--- src/dpc_pkg.sv ---
// Purpose: shared constants and types of the disperser profile block
// Assumes: one clock pclk at 10 MHz, asynchronous active-low reset presetn
// Notes: parameter source end is an APB slave, calculator end has no registers
package dpc_pkg;
  localparam int PIPE_W  = 8;
  localparam int SECM1_W = 5;
  localparam int MINT_W  = 4;
  localparam int MFR_W   = 4;
  localparam int UPC_W   = 12;
  localparam int SID_W   = 8;
  localparam int HALF_W  = 4;
  localparam int GAP_W   = 16;
  localparam int DIFF_W  = 8;
  localparam int LEN_W   = 16;
  localparam int TAP_W   = 24;
  localparam int NTAP    = 32;
  localparam int IDX_W   = 5;
  localparam int ROW_W   = 2;    // 4 rows
  localparam int COL_W   = 3;    // 8 columns
  localparam int FRACT_BITS = 4;
  localparam int LIST_W  = 9;
  localparam int NPIPE_W = 3;
  localparam int SEC_AW  = 6;
  // apb map of the parameter source
  localparam int          ADDR_W     = 12;
  localparam logic [11:0] CTRL_OFS   = 12'h000; // wr bit0 start, rd bit0 busy
  localparam logic [11:0] COUNT_OFS  = 12'h004;
  localparam logic [11:0] SENT_OFS   = 12'h008;
  localparam logic [11:0] PIPE_BASE  = 12'h100; // two words per pipe
  localparam logic [11:0] SEC_BASE   = 12'h200; // one word per section
  localparam int CNT_NPM1_LSB = 0;
  localparam int CNT_NSEC_LSB = 8;
  localparam int PA_WIDTH_LSB = 0;
  localparam int PA_SECM1_LSB = 8;
  localparam int PA_MINT_LSB  = 16;
  localparam int PA_MFR_LSB   = 20;
  localparam int PA_INV_BIT   = 24;
  localparam int PA_TAIL_BIT  = 25;
  localparam int PA_ALIGN_BIT = 26;
  localparam int PA_RECFG_BIT = 27;
  localparam int PB_UPC_LSB   = 0;
  localparam int PB_SID_LSB   = 16;
  localparam int SE_HALF_LSB  = 0;
  localparam int SE_DIFF_LSB  = 8;
  localparam int SE_GAP_LSB   = 16;
  localparam logic [31:0] RST_WORD = 32'h0000_0000;
  typedef enum logic [2:0] {C_IDLE, C_HDRS, C_SECS, C_TAPS, C_COMMIT} dpc_calc_state_t;
  typedef enum logic [1:0] {S_IDLE, S_HDR, S_SEC} dpc_src_state_t;
endpackage

--- src/dpc_link_if.sv ---
`timescale 1ns/1ps
// Purpose: link between parameter source and profile calculator
// Assumes: both ends on pclk
// Notes: header stream per pipe, then the whole section list
interface dpc_link_if;
  logic                        hdr_valid;
  logic                        hdr_ready;
  logic                        hdr_last;
  logic                        list_empty;
  logic [dpc_pkg::PIPE_W-1:0]  pipe_width_units;
  logic [dpc_pkg::SECM1_W-1:0] sections_m1;
  logic [dpc_pkg::MINT_W-1:0]  mult_int_m1;
  logic [dpc_pkg::MFR_W-1:0]   mult_fract;
  logic                        invert;
  logic                        tail_pipe;
  logic                        codeword_align;
  logic                        reconfig_flag;
  logic [dpc_pkg::UPC_W-1:0]   units_per_codeword;
  logic [dpc_pkg::SID_W-1:0]   stream_identifier;
  logic                        sec_valid;
  logic                        sec_ready;
  logic                        sec_last;
  logic [dpc_pkg::HALF_W-1:0]  half_tap_count_m1;
  logic [dpc_pkg::GAP_W-1:0]   gap_width;
  logic [dpc_pkg::DIFF_W-1:0]  tap_diff;
  modport src (output hdr_valid, hdr_last, list_empty, pipe_width_units, sections_m1, mult_int_m1,
               mult_fract, invert, tail_pipe, codeword_align, reconfig_flag, units_per_codeword,
               stream_identifier, sec_valid, sec_last, half_tap_count_m1, gap_width, tap_diff,
               input hdr_ready, sec_ready);
  modport calc (input hdr_valid, hdr_last, list_empty, pipe_width_units, sections_m1, mult_int_m1,
                mult_fract, invert, tail_pipe, codeword_align, reconfig_flag, units_per_codeword,
                stream_identifier, sec_valid, sec_last, half_tap_count_m1, gap_width, tap_diff,
                output hdr_ready, sec_ready);
endinterface // dpc_link_if

--- src/dpc_profile_calc.sv ---
// The implementer's own choices: the register addresses and the APB register port.
`timescale 1ns/1ps
// Purpose: derives receiver and transmitter tap delays of one selected pipe
// Assumes: source sends every pipe header, then the whole section list
// Notes: one tap per cycle; old vectors serve lookups until commit
module dpc_profile_calc (
  // clock and reset
  input  wire logic                        pclk,
  input  wire logic                        presetn,
  // link
  dpc_link_if.calc                         link,
  // user side
  input  wire logic [dpc_pkg::NPIPE_W-1:0] target_pipe,
  input  wire logic [dpc_pkg::UPC_W-1:0]   interleave_unit_index,
  output logic                             profile_valid,
  output logic                             busy,
  output logic [dpc_pkg::TAP_W-1:0]        max_delay,
  output logic [dpc_pkg::TAP_W-1:0]        rx_delay,
  output logic [dpc_pkg::TAP_W-1:0]        tx_delay,
  output logic [dpc_pkg::SECM1_W:0]        section_count,
  output logic                             combine_allowed,
  output logic                             codeword_align,
  output logic                             reconfig_pending
);
  dpc_pkg::dpc_calc_state_t state, next_state;
  logic [dpc_pkg::TAP_W-1:0]   work [dpc_pkg::NTAP];
  logic [dpc_pkg::TAP_W-1:0]   next_work [dpc_pkg::NTAP];
  logic [dpc_pkg::TAP_W-1:0]   active [dpc_pkg::NTAP];
  logic [dpc_pkg::TAP_W-1:0]   next_active [dpc_pkg::NTAP];
  logic [dpc_pkg::NPIPE_W-1:0] hcnt, next_hcnt;
  logic [dpc_pkg::LIST_W-1:0]  base, next_base, sidx, next_sidx;
  logic [dpc_pkg::SECM1_W:0]   tsec, next_tsec, taken, next_taken, cnt;
  logic [dpc_pkg::MINT_W-1:0]  mint, next_mint;
  logic [dpc_pkg::MFR_W-1:0]   mfr, next_mfr;
  logic                        inv, next_inv, tail, next_tail, seen_last, next_seen_last;
  logic                        align, next_align, recfg, next_recfg;
  logic                        first, next_first;
  logic [dpc_pkg::UPC_W-1:0]   upc, next_upc, upc_act, next_upc_act;
  logic [dpc_pkg::SID_W-1:0]   sid, next_sid;
  logic [dpc_pkg::HALF_W+1:0]  ntaps, next_ntaps, j, next_j;
  logic [dpc_pkg::DIFF_W-1:0]  diff, next_diff;
  logic [dpc_pkg::GAP_W-1:0]   gap, next_gap;
  logic [dpc_pkg::LEN_W-1:0]   inter, next_inter, prev_last, next_prev_last, inter_now;
  logic [dpc_pkg::IDX_W:0]     ptr, next_ptr;
  logic [dpc_pkg::TAP_W-1:0]   last_tap, next_last_tap, tap_now, reord;
  logic [dpc_pkg::LEN_W+dpc_pkg::MFR_W:0] scaled;
  logic [dpc_pkg::TAP_W-1:0]   next_max, next_rx, next_tx;
  logic                        next_pvalid, next_hrdy, next_srdy;
  logic [dpc_pkg::SECM1_W:0]   next_sc;
  logic                        next_comb, next_calign, next_rpend, take;
  logic [dpc_pkg::IDX_W-1:0]   src_i;

  // tap arithmetic of the current step
  always_comb begin
    if (j == '0) inter_now = first ? '0 : dpc_pkg::LEN_W'(prev_last + gap);
    else inter_now = dpc_pkg::LEN_W'(inter + diff);
    scaled  = inter_now * ({1'b0, mfr} + 5'h01);
    // widen both factors first so a long tap cannot wrap in the product
    tap_now = dpc_pkg::TAP_W'(scaled[dpc_pkg::FRACT_BITS +: dpc_pkg::LEN_W+1])
              * dpc_pkg::TAP_W'({1'b0, mint} + 5'h01);
  end

  // sequencing of headers, sections and taps
  always_comb begin
    next_state = state;
    next_work = work;
    next_active = active;
    next_hcnt = hcnt;
    next_base = base;
    next_sidx = sidx;
    next_tsec = tsec;
    next_taken = taken;
    next_mint = mint;
    next_mfr = mfr;
    next_inv = inv;
    next_tail = tail;
    next_seen_last = seen_last;
    next_align = align;
    next_recfg = recfg;
    next_first = first;
    next_upc = upc;
    next_upc_act = upc_act;
    next_sid = sid;
    next_ntaps = ntaps;
    next_j = j;
    next_diff = diff;
    next_gap = gap;
    next_inter = inter;
    next_prev_last = prev_last;
    next_ptr = ptr;
    next_last_tap = last_tap;
    next_pvalid = profile_valid;
    next_max = max_delay;
    next_sc = section_count;
    next_comb = combine_allowed;
    next_calign = codeword_align;
    next_rpend = reconfig_pending;
    cnt = (link.pipe_width_units == '0) ? '0 : {1'b0, link.sections_m1} + 6'h01;
    take = (sidx >= base) && (taken < tsec) && (ptr < 6'(dpc_pkg::NTAP)) && !tail;
    reord = '0;
    src_i = '0;
    case (state)
      dpc_pkg::C_IDLE, dpc_pkg::C_HDRS: begin
        // any new set restarts, flagged in advance or not
        if (link.hdr_valid) begin
          if (state == dpc_pkg::C_IDLE) begin
            next_hcnt = '0;
            next_base = '0;
            next_tsec = '0;
          end
          if (next_hcnt < target_pipe) next_base = next_base + dpc_pkg::LIST_W'(cnt);
          if (next_hcnt == target_pipe) begin
            next_tsec  = cnt;
            next_mint  = link.mult_int_m1;
            next_mfr   = link.mult_fract;
            next_inv   = link.invert;
            next_tail  = link.tail_pipe;
            next_align = link.codeword_align;
            next_recfg = link.reconfig_flag;
            next_upc   = link.units_per_codeword;
            next_sid   = link.stream_identifier;
          end
          next_hcnt = next_hcnt + 1'b1;
          next_sidx = '0;
          next_taken = '0;
          next_ptr = '0;
          next_seen_last = 1'b0;
          next_work = '{default: '0};
          next_last_tap = '0;
          next_prev_last = '0;
          if (link.hdr_last) next_state = link.list_empty ? dpc_pkg::C_COMMIT : dpc_pkg::C_SECS;
          else next_state = dpc_pkg::C_HDRS;
        end
      end
      dpc_pkg::C_SECS: begin
        if (link.sec_valid) begin
          next_sidx = sidx + 1'b1;
          next_seen_last = link.sec_last;
          if (take) begin
            next_ntaps = {({1'b0, link.half_tap_count_m1} + 5'h01), 1'b0};
            next_diff  = link.tap_diff;
            next_gap   = link.gap_width;
            next_first = (taken == '0);
            next_taken = taken + 1'b1;
            next_j     = '0;
            next_state = dpc_pkg::C_TAPS;
          end else if (link.sec_last) begin
            next_state = dpc_pkg::C_COMMIT;
          end
        end
      end
      dpc_pkg::C_TAPS: begin
        next_work[ptr[dpc_pkg::IDX_W-1:0]] = tap_now;
        next_last_tap = tap_now;
        next_inter = inter_now;
        next_ptr = ptr + 1'b1;
        next_j = j + 1'b1;
        // the fixed total of 32 caps a malformed list
        if ((j == ntaps - 1'b1) || (ptr == 6'(dpc_pkg::NTAP - 1))) begin
          next_prev_last = inter_now;
          next_state = seen_last ? dpc_pkg::C_COMMIT : dpc_pkg::C_SECS;
        end
      end
      dpc_pkg::C_COMMIT: begin
        // column-wise readout of the 4x8 matrix, then optional flip
        for (int n = 0; n < dpc_pkg::NTAP; n++) begin
          src_i = inv ? dpc_pkg::IDX_W'(dpc_pkg::NTAP - 1 - n) : dpc_pkg::IDX_W'(n);
          reord = work[{src_i[dpc_pkg::ROW_W-1:0], src_i[dpc_pkg::IDX_W-1:dpc_pkg::ROW_W]}];
          next_active[n] = (tail || tsec == '0) ? '0 : reord;
        end
        next_max = (tail || tsec == '0) ? '0 : last_tap;
        next_upc_act = upc;
        next_sc = tail ? '0 : tsec;
        next_comb = (sid != '0);
        next_calign = align;
        next_rpend = recfg;
        next_pvalid = 1'b1;
        next_state = dpc_pkg::C_IDLE;
      end
      default: next_state = dpc_pkg::C_IDLE;
    endcase
    next_hrdy = (next_state == dpc_pkg::C_IDLE) || (next_state == dpc_pkg::C_HDRS);
    next_srdy = (next_state == dpc_pkg::C_SECS);
  end

  // delay lookup by interleave_unit index, period 32
  always_comb begin
    next_rx = (interleave_unit_index < upc_act) ? active[interleave_unit_index[dpc_pkg::IDX_W-1:0]] : '0;
    next_tx = (interleave_unit_index < upc_act) ? dpc_pkg::TAP_W'(max_delay - next_rx) : '0;
  end

  // register stage
  always_ff @(posedge pclk or negedge presetn) begin
    if (!presetn) begin
      state <= dpc_pkg::C_IDLE;
      work <= '{default: '0};
      active <= '{default: '0};
      {hcnt, base, sidx, tsec, taken} <= '0;
      {mint, mfr, inv, tail, seen_last, align, recfg, first} <= '0;
      {upc, upc_act, sid, ntaps, j, diff, gap} <= '0;
      {inter, prev_last, ptr, last_tap} <= '0;
      {profile_valid, max_delay, rx_delay, tx_delay, section_count} <= '0;
      {combine_allowed, codeword_align, reconfig_pending, busy} <= '0;
      link.hdr_ready <= 1'b1;
      link.sec_ready <= 1'b0;
    end else begin
      state <= next_state;
      work <= next_work;
      active <= next_active;
      {hcnt, base, sidx, tsec, taken} <= {next_hcnt, next_base, next_sidx, next_tsec, next_taken};
      {mint, mfr, inv, tail, seen_last, align, recfg, first} <=
        {next_mint, next_mfr, next_inv, next_tail, next_seen_last, next_align, next_recfg, next_first};
      {upc, upc_act, sid, ntaps, j, diff, gap} <= {next_upc, next_upc_act, next_sid, next_ntaps, next_j, next_diff, next_gap};
      {inter, prev_last, ptr, last_tap} <= {next_inter, next_prev_last, next_ptr, next_last_tap};
      {profile_valid, max_delay, rx_delay, tx_delay, section_count} <=
        {next_pvalid, next_max, next_rx, next_tx, next_sc};
      {combine_allowed, codeword_align, reconfig_pending} <= {next_comb, next_calign, next_rpend};
      busy <= (next_state != dpc_pkg::C_IDLE);
      link.hdr_ready <= next_hrdy;
      link.sec_ready <= next_srdy;
    end
  end
endmodule // dpc_profile_calc

--- src/flat_wrapper.sv ---
// flat-port wrapper written by rule: the top's interface ports become plain ports
module dpc_profile_calc_flat 
  (pclk, presetn, target_pipe, interleave_unit_index, profile_valid, busy, max_delay, rx_delay, tx_delay, section_count, combine_allowed, codeword_align, reconfig_pending, link_hdr_valid, link_hdr_last, link_list_empty, link_pipe_width_units, link_sections_m1, link_mult_int_m1, link_mult_fract, link_invert, link_tail_pipe, link_codeword_align, link_reconfig_flag, link_units_per_codeword, link_stream_identifier, link_sec_valid, link_sec_last, link_half_tap_count_m1, link_gap_width, link_tap_diff, link_hdr_ready, link_sec_ready);
  dpc_link_if link_i ();
  input  wire logic pclk;
  input  wire logic presetn;
  input  wire logic [dpc_pkg::NPIPE_W-1:0] target_pipe;
  input  wire logic [dpc_pkg::UPC_W-1:0] interleave_unit_index;
  output logic profile_valid;
  output logic busy;
  output logic [dpc_pkg::TAP_W-1:0] max_delay;
  output logic [dpc_pkg::TAP_W-1:0] rx_delay;
  output logic [dpc_pkg::TAP_W-1:0] tx_delay;
  output logic [dpc_pkg::SECM1_W:0] section_count;
  output logic combine_allowed;
  output logic codeword_align;
  output logic reconfig_pending;
  input wire logic [$bits(link_i.hdr_valid)-1:0] link_hdr_valid;
  input wire logic [$bits(link_i.hdr_last)-1:0] link_hdr_last;
  input wire logic [$bits(link_i.list_empty)-1:0] link_list_empty;
  input wire logic [$bits(link_i.pipe_width_units)-1:0] link_pipe_width_units;
  input wire logic [$bits(link_i.sections_m1)-1:0] link_sections_m1;
  input wire logic [$bits(link_i.mult_int_m1)-1:0] link_mult_int_m1;
  input wire logic [$bits(link_i.mult_fract)-1:0] link_mult_fract;
  input wire logic [$bits(link_i.invert)-1:0] link_invert;
  input wire logic [$bits(link_i.tail_pipe)-1:0] link_tail_pipe;
  input wire logic [$bits(link_i.codeword_align)-1:0] link_codeword_align;
  input wire logic [$bits(link_i.reconfig_flag)-1:0] link_reconfig_flag;
  input wire logic [$bits(link_i.units_per_codeword)-1:0] link_units_per_codeword;
  input wire logic [$bits(link_i.stream_identifier)-1:0] link_stream_identifier;
  input wire logic [$bits(link_i.sec_valid)-1:0] link_sec_valid;
  input wire logic [$bits(link_i.sec_last)-1:0] link_sec_last;
  input wire logic [$bits(link_i.half_tap_count_m1)-1:0] link_half_tap_count_m1;
  input wire logic [$bits(link_i.gap_width)-1:0] link_gap_width;
  input wire logic [$bits(link_i.tap_diff)-1:0] link_tap_diff;
  output wire logic [$bits(link_i.hdr_ready)-1:0] link_hdr_ready;
  output wire logic [$bits(link_i.sec_ready)-1:0] link_sec_ready;
  assign link_i.hdr_valid = link_hdr_valid;
  assign link_i.hdr_last = link_hdr_last;
  assign link_i.list_empty = link_list_empty;
  assign link_i.pipe_width_units = link_pipe_width_units;
  assign link_i.sections_m1 = link_sections_m1;
  assign link_i.mult_int_m1 = link_mult_int_m1;
  assign link_i.mult_fract = link_mult_fract;
  assign link_i.invert = link_invert;
  assign link_i.tail_pipe = link_tail_pipe;
  assign link_i.codeword_align = link_codeword_align;
  assign link_i.reconfig_flag = link_reconfig_flag;
  assign link_i.units_per_codeword = link_units_per_codeword;
  assign link_i.stream_identifier = link_stream_identifier;
  assign link_i.sec_valid = link_sec_valid;
  assign link_i.sec_last = link_sec_last;
  assign link_i.half_tap_count_m1 = link_half_tap_count_m1;
  assign link_i.gap_width = link_gap_width;
  assign link_i.tap_diff = link_tap_diff;
  assign link_hdr_ready = link_i.hdr_ready;
  assign link_sec_ready = link_i.sec_ready;
  dpc_profile_calc u_core (.pclk(pclk), .presetn(presetn), .link(link_i), .target_pipe(target_pipe), .interleave_unit_index(interleave_unit_index), .profile_valid(profile_valid), .busy(busy), .max_delay(max_delay), .rx_delay(rx_delay), .tx_delay(tx_delay), .section_count(section_count), .combine_allowed(combine_allowed), .codeword_align(codeword_align), .reconfig_pending(reconfig_pending));
endmodule
--- config.mk ---
export PLATFORM = sky130hd
export DESIGN_NAME = dpc_profile_calc_flat
export DESIGN_NICKNAME = d
export VERILOG_FILES = /design/src/dpc_pkg.sv /design/src/dpc_link_if.sv /design/src/dpc_profile_calc.sv /design/src/flat_wrapper.sv
export SDC_FILE = /design/constraint.sdc
export NUM_CORES = 2
export LEC_CHECK = 0
export BUFFER_PORTS_ARGS = -buffer_cell sky130_fd_sc_hd__buf_2
export CAP_MARGIN = 20
export CORE_UTILIZATION = 55
export CTS_CLUSTER_SIZE = 20
export DETAILED_ROUTE_END_ITERATION = 12
export PLACE_DENSITY = 0.71
export SYNTH_ARGS = -nofsm -noshare
export SYNTH_HDL_FRONTEND = slang
export SYNTH_SLANG_ARGS = --single-unit
--- constraint.sdc ---
create_clock -name pclk -period 11.3 [get_ports pclk]
set_input_delay 0 -clock pclk [delete_from_list [all_inputs] [get_ports pclk]]
set_output_delay 0 -clock pclk [all_outputs]
set_load 0.02 [all_outputs]
# After elaboration in Yosys (flattened, before gate mapping)
# Index checks and enable logic that the tools add are counted.
# totals
reg_bits	1800
input_bits	95
output_inout_bits	85
# op_classes
addsub	14
multipliers	2
order_cmp	40
n_eq_ne	13
mux	212
bitwise_logic	34
n_reduce_logical	30
# ops
op	count
binary-select mux 24 bit (select 5 bit)	33
two-way mux 24 bit	103
case mux 768 bit (2 select lines)	1
bitwise mux 768 bit	1
two-way mux 768 bit	1
greater-or-equal comparator 6 bit, second input constant	34
inverter 5 -> 6 bit	34
two-way mux 5 bit	32
demux 24 bit (select 5 bit)	1
two-way mux 16 bit	4
two-way mux 6 bit	9
two-way mux 9 bit	6
case mux 24 bit (2 select lines)	1
case mux 6 bit (2 select lines)	3
two-way mux 3 bit	11
case mux 16 bit (2 select lines)	1
multiplier 17 x 24 -> 24 bit	1
subtractor 24 bit	1
multiplier 16 x 21 -> 21 bit	1
adder 6 x 1 -> 6 bit, second input constant	3
logical NOT 6 bit	3
case mux 9 bit (2 select lines)	1
AND reduction 3 bit	6
adder 16 bit	1
35 further kinds	53

# Depth between registers and ports, before layout
# depth
ltp_word	9
mapped_depth	39
mapped_depth_nobuf	36

# Least setup slack after synthesis
# OpenSTA, ideal clock, no wires.
# synth_timing
kind	reg2reg
start	register u_core.inter[1] (netlist bit)
end	register u_core.work[238] (netlist bit)
setup_time_ns	0.133
arrival_ns	9.580
path_slack_ns	1.587
path_stages_with_launch	37
path_buffers	3
period_less_slack_ns	9.713
path_cell_list	dfrtp_1 > ha_1 > a211oi_1 > o21bai_1 > a2111oi_0 > nor2_1 > xor2_1 > a21oi_1 > nor2_1 > fa_1 > fa_1 > inv_1 > fa_1 > inv_1 > ha_1 > a21o_1 > a21o_1 > a21oi_1 > o31ai_1 > a211oi_1 > buf_4 > o311ai_0 > fa_1 > fa_1 > inv_1 > fa_1 > inv_1 > ha_1 > clkbuf_1 > a21o_1 > a21o_1 > a21o_1 > a31o_2 > a21o_1 > o31ai_1 > clkbuf_1 > o21ai_0
# synth_via
elab_chain_len	6
# synth_lines
element	line	source
from (decl)	dpc_profile_calc.sv:43	logic [dpc_pkg::LEN_W-1:0] inter, next_inter, prev_last, next_prev_last, inter_now;
from (signal assigned)	dpc_profile_calc.sv:214	{inter, prev_last, ptr, last_tap} <= {next_inter, next_prev_last, next_ptr, next_last_tap};
adder 16 x 8 -> 16 bit	dpc_profile_calc.sv:56	else inter_now = dpc_pkg::LEN_W'(inter + diff);
two-way mux 16 bit	dpc_profile_calc.sv:55	if (j == '0) inter_now = first ? '0 : dpc_pkg::LEN_W'(prev_last + gap);
multiplier 16 x 21 -> 21 bit	dpc_profile_calc.sv:57	scaled = inter_now * ({1'b0, mfr} + 5'h01);
multiplier 17 x 24 -> 24 bit	dpc_profile_calc.sv:60	* dpc_pkg::TAP_W'({1'b0, mint} + 5'h01);
bitwise mux 768 bit	dpc_profile_calc.sv:153	next_work[ptr[dpc_pkg::IDX_W-1:0]] = tap_now;
case mux 768 bit (2 select lines)	dpc_profile_calc.sv:102	case (state)
to (signal assigned)	dpc_profile_calc.sv:208	work <= next_work;
to (decl)	dpc_profile_calc.sv:26	logic [dpc_pkg::TAP_W-1:0] work [dpc_pkg::NTAP];
# Every way passes these cells.
# A chain may end at the register's enable or synchronous reset.

# Final worst setup path
# layout_timing
start	register u_core.j[0] (netlist bit)
end	register u_core.work[214] (netlist bit)
# layout_via
elab_chain_len	6
# layout_lines
element	line	source
from (decl)	dpc_profile_calc.sv:40	logic [dpc_pkg::HALF_W+1:0] ntaps, next_ntaps, j, next_j;
from (signal assigned)	dpc_profile_calc.sv:213	{upc, upc_act, sid, ntaps, j, diff, gap} <= {next_upc, next_upc_act, next_sid, next_ntaps, next_j, next_diff, ...
logical NOT 6 bit	dpc_profile_calc.sv:55	
two-way mux 16 bit	dpc_profile_calc.sv:55	
multiplier 16 x 21 -> 21 bit	dpc_profile_calc.sv:57	
multiplier 17 x 24 -> 24 bit	dpc_profile_calc.sv:60	
bitwise mux 768 bit	dpc_profile_calc.sv:153	
case mux 768 bit (2 select lines)	dpc_profile_calc.sv:102	
# Every way passes these cells.

==> results.md <==
Synthesis:
- Synthesis produced a netlist with a net count of just over 8,000.
- The cell taking the most area after synthesis is sky130_fd_sc_hd__dfrtp_1.
- After technology mapping, the gate count stands at 7,874.
- The most used flip-flop cell after synthesis is sky130_fd_sc_hd__dfrtp_1.
- Yosys mapped a number of flops with a built-in enable equal to 0.
- In this run the cell area of the synthesized design comes to 85,000 sq um.
- Yosys printed 0 warnings.
- Counting flops with an async set or reset pin after synthesis yields a share of 100%.
- The mean area per synthesized cell is between 10 and 15 sq um.
- After synthesis, flip-flops and latches occupy 51.1% of the total area.
- Synthesis inferred 1,735 register bits.
- In this run the biggest area consumer among cell types represents 51.1% of the synthesized area.
- The most common cell in the synthesized netlist is sky130_fd_sc_hd__dfrtp_1.
- By count the netlist is led by 1,734 x sky130_fd_sc_hd__dfrtp_1, 1,183 x sky130_fd_sc_hd__o21ai_0, 1,074 x sky130_fd_sc_hd__nand2_1.
- The number of different library cells used by synthesis comes to 85.
- In the post-synthesis netlist, the biggest area contributors are sky130_fd_sc_hd__dfrtp_1 51%, sky130_fd_sc_hd__mux2i_1 8.8%, sky130_fd_sc_hd__o21ai_0 7.0%.

Global routing:
- The first-pass GRT wire length is 379 mm.
- The number of antenna violations at the first check in global routing is 2.
- The number of global-route vias before repair was 63,400.
- The total global-route track usage is 31.4%.
- The total overflow left after global routing is 0.
- Entering global routing, the biggest net connects 258 pins.

Placed design:
- The number of cells in the design after placement is 9,608.
- The placed instances occupy a cell area of between 80,000 and 90,000 sq um.
- At the end of routability-driven placement, the weighted congestion stood at 0.906.
- Summed over all nets, the half-perimeter wirelength after detailed placement is 149 mm.
- The count of port buffers added during placement is approximately 180.

Layout:
- After routing the design area is 95,400 sq um.
- The fraction of final layout cells sized beyond drive strength 1 is 12.3%.
- The final layout net count is 8,246.
- The relative area change from synthesis to final layout is 12.2%.
- The final instance count without filler cells is ~10,000.

Clocking:
- The number of clock buffers added by TritonCTS is 175.
- The number of buffers inserted to repair setup after CTS is 0.
- Counting every sink on the clock net gives about 1,700.
- TritonCTS built the clock tree.
- The clock insertion delay at the later pin of the skew report is 830 ps.
- The hold buffer count at cts is 141.
- The buffer type at the clock tree root is sky130_fd_sc_hd__clkbuf_16.
- The maximum clock insertion buffer count is 3.
- The maximum level of the CTS H-tree is 4.
- The number of gates resized after cts is 0.
- Clock-pin slew was measured on the worst setup and hold paths at 60 ps.

STA:
- The relative max-transition margin is about a fifth.
- The transition at the pin with the smallest max-transition slack is between 1000 and 1500 ps.
- The total count of hold-check failures in the final report is 0.
- The final number of max-transition violations is 0.
- For the final routed database, the setup TNS stands at 0 ps.
- Dividing the final minimum period by the clock period gives 92.4%.
- The final clock skew is about 39 ps.
- Setup repair after global routing left no endpoint under its margin.
- Subtracting the final worst setup slack from the clock period gives between 10,000 and 15,000 ps.
- Setup violations remaining at the end of the flow were counted as 0.
- Based on the critical path, the design can be clocked at up to between 0.09 and 0.1 GHz.

Worst hold path:
- The worst hold path passes through 3 cells.
- The worst hold path startpoint is link_mult_fract[3].
- The hold-critical path endpoint is u_core.mfr[3]$_DFFE_PN0P_.
- The type of the worst min-delay path is in2reg.

Die:
- From left edge to right edge, the die measures 395 microns.
- The core region area is 153,000 sq um.
- Measured along the y axis, the die boundary spans approximately 400 microns.
- The die covers 156,000 sq um.
- The I/O pin count is 180.
- The starting density of the core is 55.7%.
- The total number of placement rows is about 140.

Critical path:
- The kind of start point of the critical path is a flip-flop.
- The number of cells on the worst reg-to-reg path is 34.
- The data required time of the worst path is around 12,000 ps.
- The launch instance of the worst register-to-register path is u_core.j[0]$_DFFE_PN0P_.
- Across all register-to-register paths, the minimum setup slack is 860 ps.
- The critical path startpoint is u_core.j[0]$_DFFE_PN0P_.
- The kind of end point of the critical path is a flip-flop.
- Data arrives at the worst endpoint at 11,110 ps.
- For this design, the slowest cell found on the critical path is sky130_fd_sc_hd__nor2_1.
- The endpoint of the worst-slack reg-to-reg timing path is u_core.work[214]$_DFFE_PN0P_.
- In this design, the stage delay of the slowest critical-path cell is about 550 ps.
- The type of the worst setup path is reg2reg.
- The highest net fanout along the worst path is 33.

Routing:
- The detailed router finished its first iteration with around 6,400 violations.
- The vias per cell is 6.30.
- In this run the remaining antenna-violating nets after routing total 0.
- The remaining design rule violation count is 0.
- The sum of routed wire length over all layers is about 240 mm.
- In the final routed layout, each cell accounts on average for 24.3 microns.
- The iteration count of the initial detailed-routing pass is 6.
- Across all layers, the routed design uses 63,500 vias.

Power and ir drop:
- The leakage power is 43.9 nW.
- Dividing total power by cell area gives a power density of 186 nW/um^2.
- The maximum resistive drop on vdd is 237 uV.

Status:
- The flow ran to the end, and the final reports show no timing, DRC or antenna violations.

Job:
- The tool flagged a number of max-cap violations equal to 0.
cells by family after synthesis:
logic type                 count (synthesis)  share of synthesized area (%)
AOI/OAI and AO/OA                       1984                           14.4
DFF                                     1735                           51.1
and+or+nand+nor                         1970                           10.1
buffers and inverters                    838                           3.74
adders and majority gates                245                           4.40
muxes                                   1013                           15.4
other                                      1                        0.00441
xor gates and xnor gates                  88                          0.923
final cells by class:
cell class	count	area, sq um
antenna	5	12.5
clock buffer	272	5310
clock inverter	48	612
fill	12000	57300
inverter	207	777
multi-input combinational	5301	38700
sequential	1735	43400
tap	2030	2540
timing repair buffer	486	3970
how the worst max path moves through the flow:
stage                                         endpoint  slack (ps)  depth (start not counted)
final                     u_core.work[214]$_DFFE_PN0P_         860                         34
after global routing      u_core.work[190]$_DFFE_PN0P_         210                         34
after floorplan           u_core.work[238]$_DFFE_PN0P_        1590                         36
after global placement     u_core.work[94]$_DFFE_PN0P_        1220                         34
after detailed placement   u_core.work[94]$_DFFE_PN0P_        1020                         34
after CTS                  u_core.work[94]$_DFFE_PN0P_         970                         34
state kept, by name (all words and copies together) (netlist names), 8 cells and up:
register	count
u_core.upc_act	12
u_core.sidx	9
u_core.sid	8
u_core.upc	12
u_core.tx_delay	24
u_core.inter	16
u_core.work	736
u_core.gap	16
u_core.last_tap	23
u_core.active	737
u_core.diff	8
u_core.max_delay	23
u_core.prev_last	16
u_core.base	9
u_core.rx_delay	24
through the flow:
step	total power [mW]	utilization [%]	hold slack (ps)	setup WS, ps
final	17.8	62.5	35.8	858
after CTS	17.7	62.3	11.6	969
after global placement	11.6	57.5	77.5	1220
after floorplan	10.2	-	-296	1590
after global routing	18.5	62.5	24.8	208
after detailed placement	11.7	57.5	65.9	1020
critical path: cells and delay by family, from the launching register on:
family                     cells  cell delay [ps]
and+or+nand+nor                5             1970
adders and majority gates      9             3790
AOI/OAI and AO/OA             13             3030
buffers and inverters          6              650
xor gates and xnor gates       1              370
DFF                            1              430
power by group:
group	internal (mW)	total, mW	switching, mW
Sequential	6.53	6.82	0.288
Clock	3.46	5.98	2.51
Combinational	1.72	4.96	3.24
Total	11.7	17.8	6.05
cell usage in the layout, fill, tap and decap left out, types with 20 or more instances in the layout:
cell type,instances
sky130_fd_sc_hd__nand2b_1,69
sky130_fd_sc_hd__buf_2,174
sky130_fd_sc_hd__a21oi_2,21
sky130_fd_sc_hd__clkbuf_8,50
sky130_fd_sc_hd__mux2_2,34
sky130_fd_sc_hd__or2_2,20
sky130_fd_sc_hd__ha_1,155
sky130_fd_sc_hd__clkbuf_1,44
sky130_fd_sc_hd__a21o_1,82
sky130_fd_sc_hd__fa_1,90
sky130_fd_sc_hd__a22o_1,412
sky130_fd_sc_hd__mux4_2,230
sky130_fd_sc_hd__nand3_1,372
sky130_fd_sc_hd__xnor2_1,43
sky130_fd_sc_hd__buf_12,21
sky130_fd_sc_hd__dlygate4sd3_1,141
sky130_fd_sc_hd__dfrtp_1,1733
sky130_fd_sc_hd__clkinv_2,24
sky130_fd_sc_hd__nor3_1,68
sky130_fd_sc_hd__o21ai_0,1182
sky130_fd_sc_hd__a21oi_1,118
sky130_fd_sc_hd__nand2_1,1069
sky130_fd_sc_hd__xor2_1,38
sky130_fd_sc_hd__inv_1,207
sky130_fd_sc_hd__mux2i_1,748
sky130_fd_sc_hd__buf_4,141
sky130_fd_sc_hd__o31ai_1,20
sky130_fd_sc_hd__and2_1,25
sky130_fd_sc_hd__nor2_1,215
sky130_fd_sc_hd__clkbuf_16,178
per-layer routing:
metal | global-route usage [%] | up-vias | part of all wire, %
met4 | 13.7 | 4 | 4.5
met1 | 43.6 | 32500 | 42
met3 | 5.03 | 476 | 7.5
met2 | 49.1 | 2487 | 46
met5 | 0 | - | 0.011
li1 | - | 28100 | -
No activity file was read; power rests on OpenSTA's default activity.
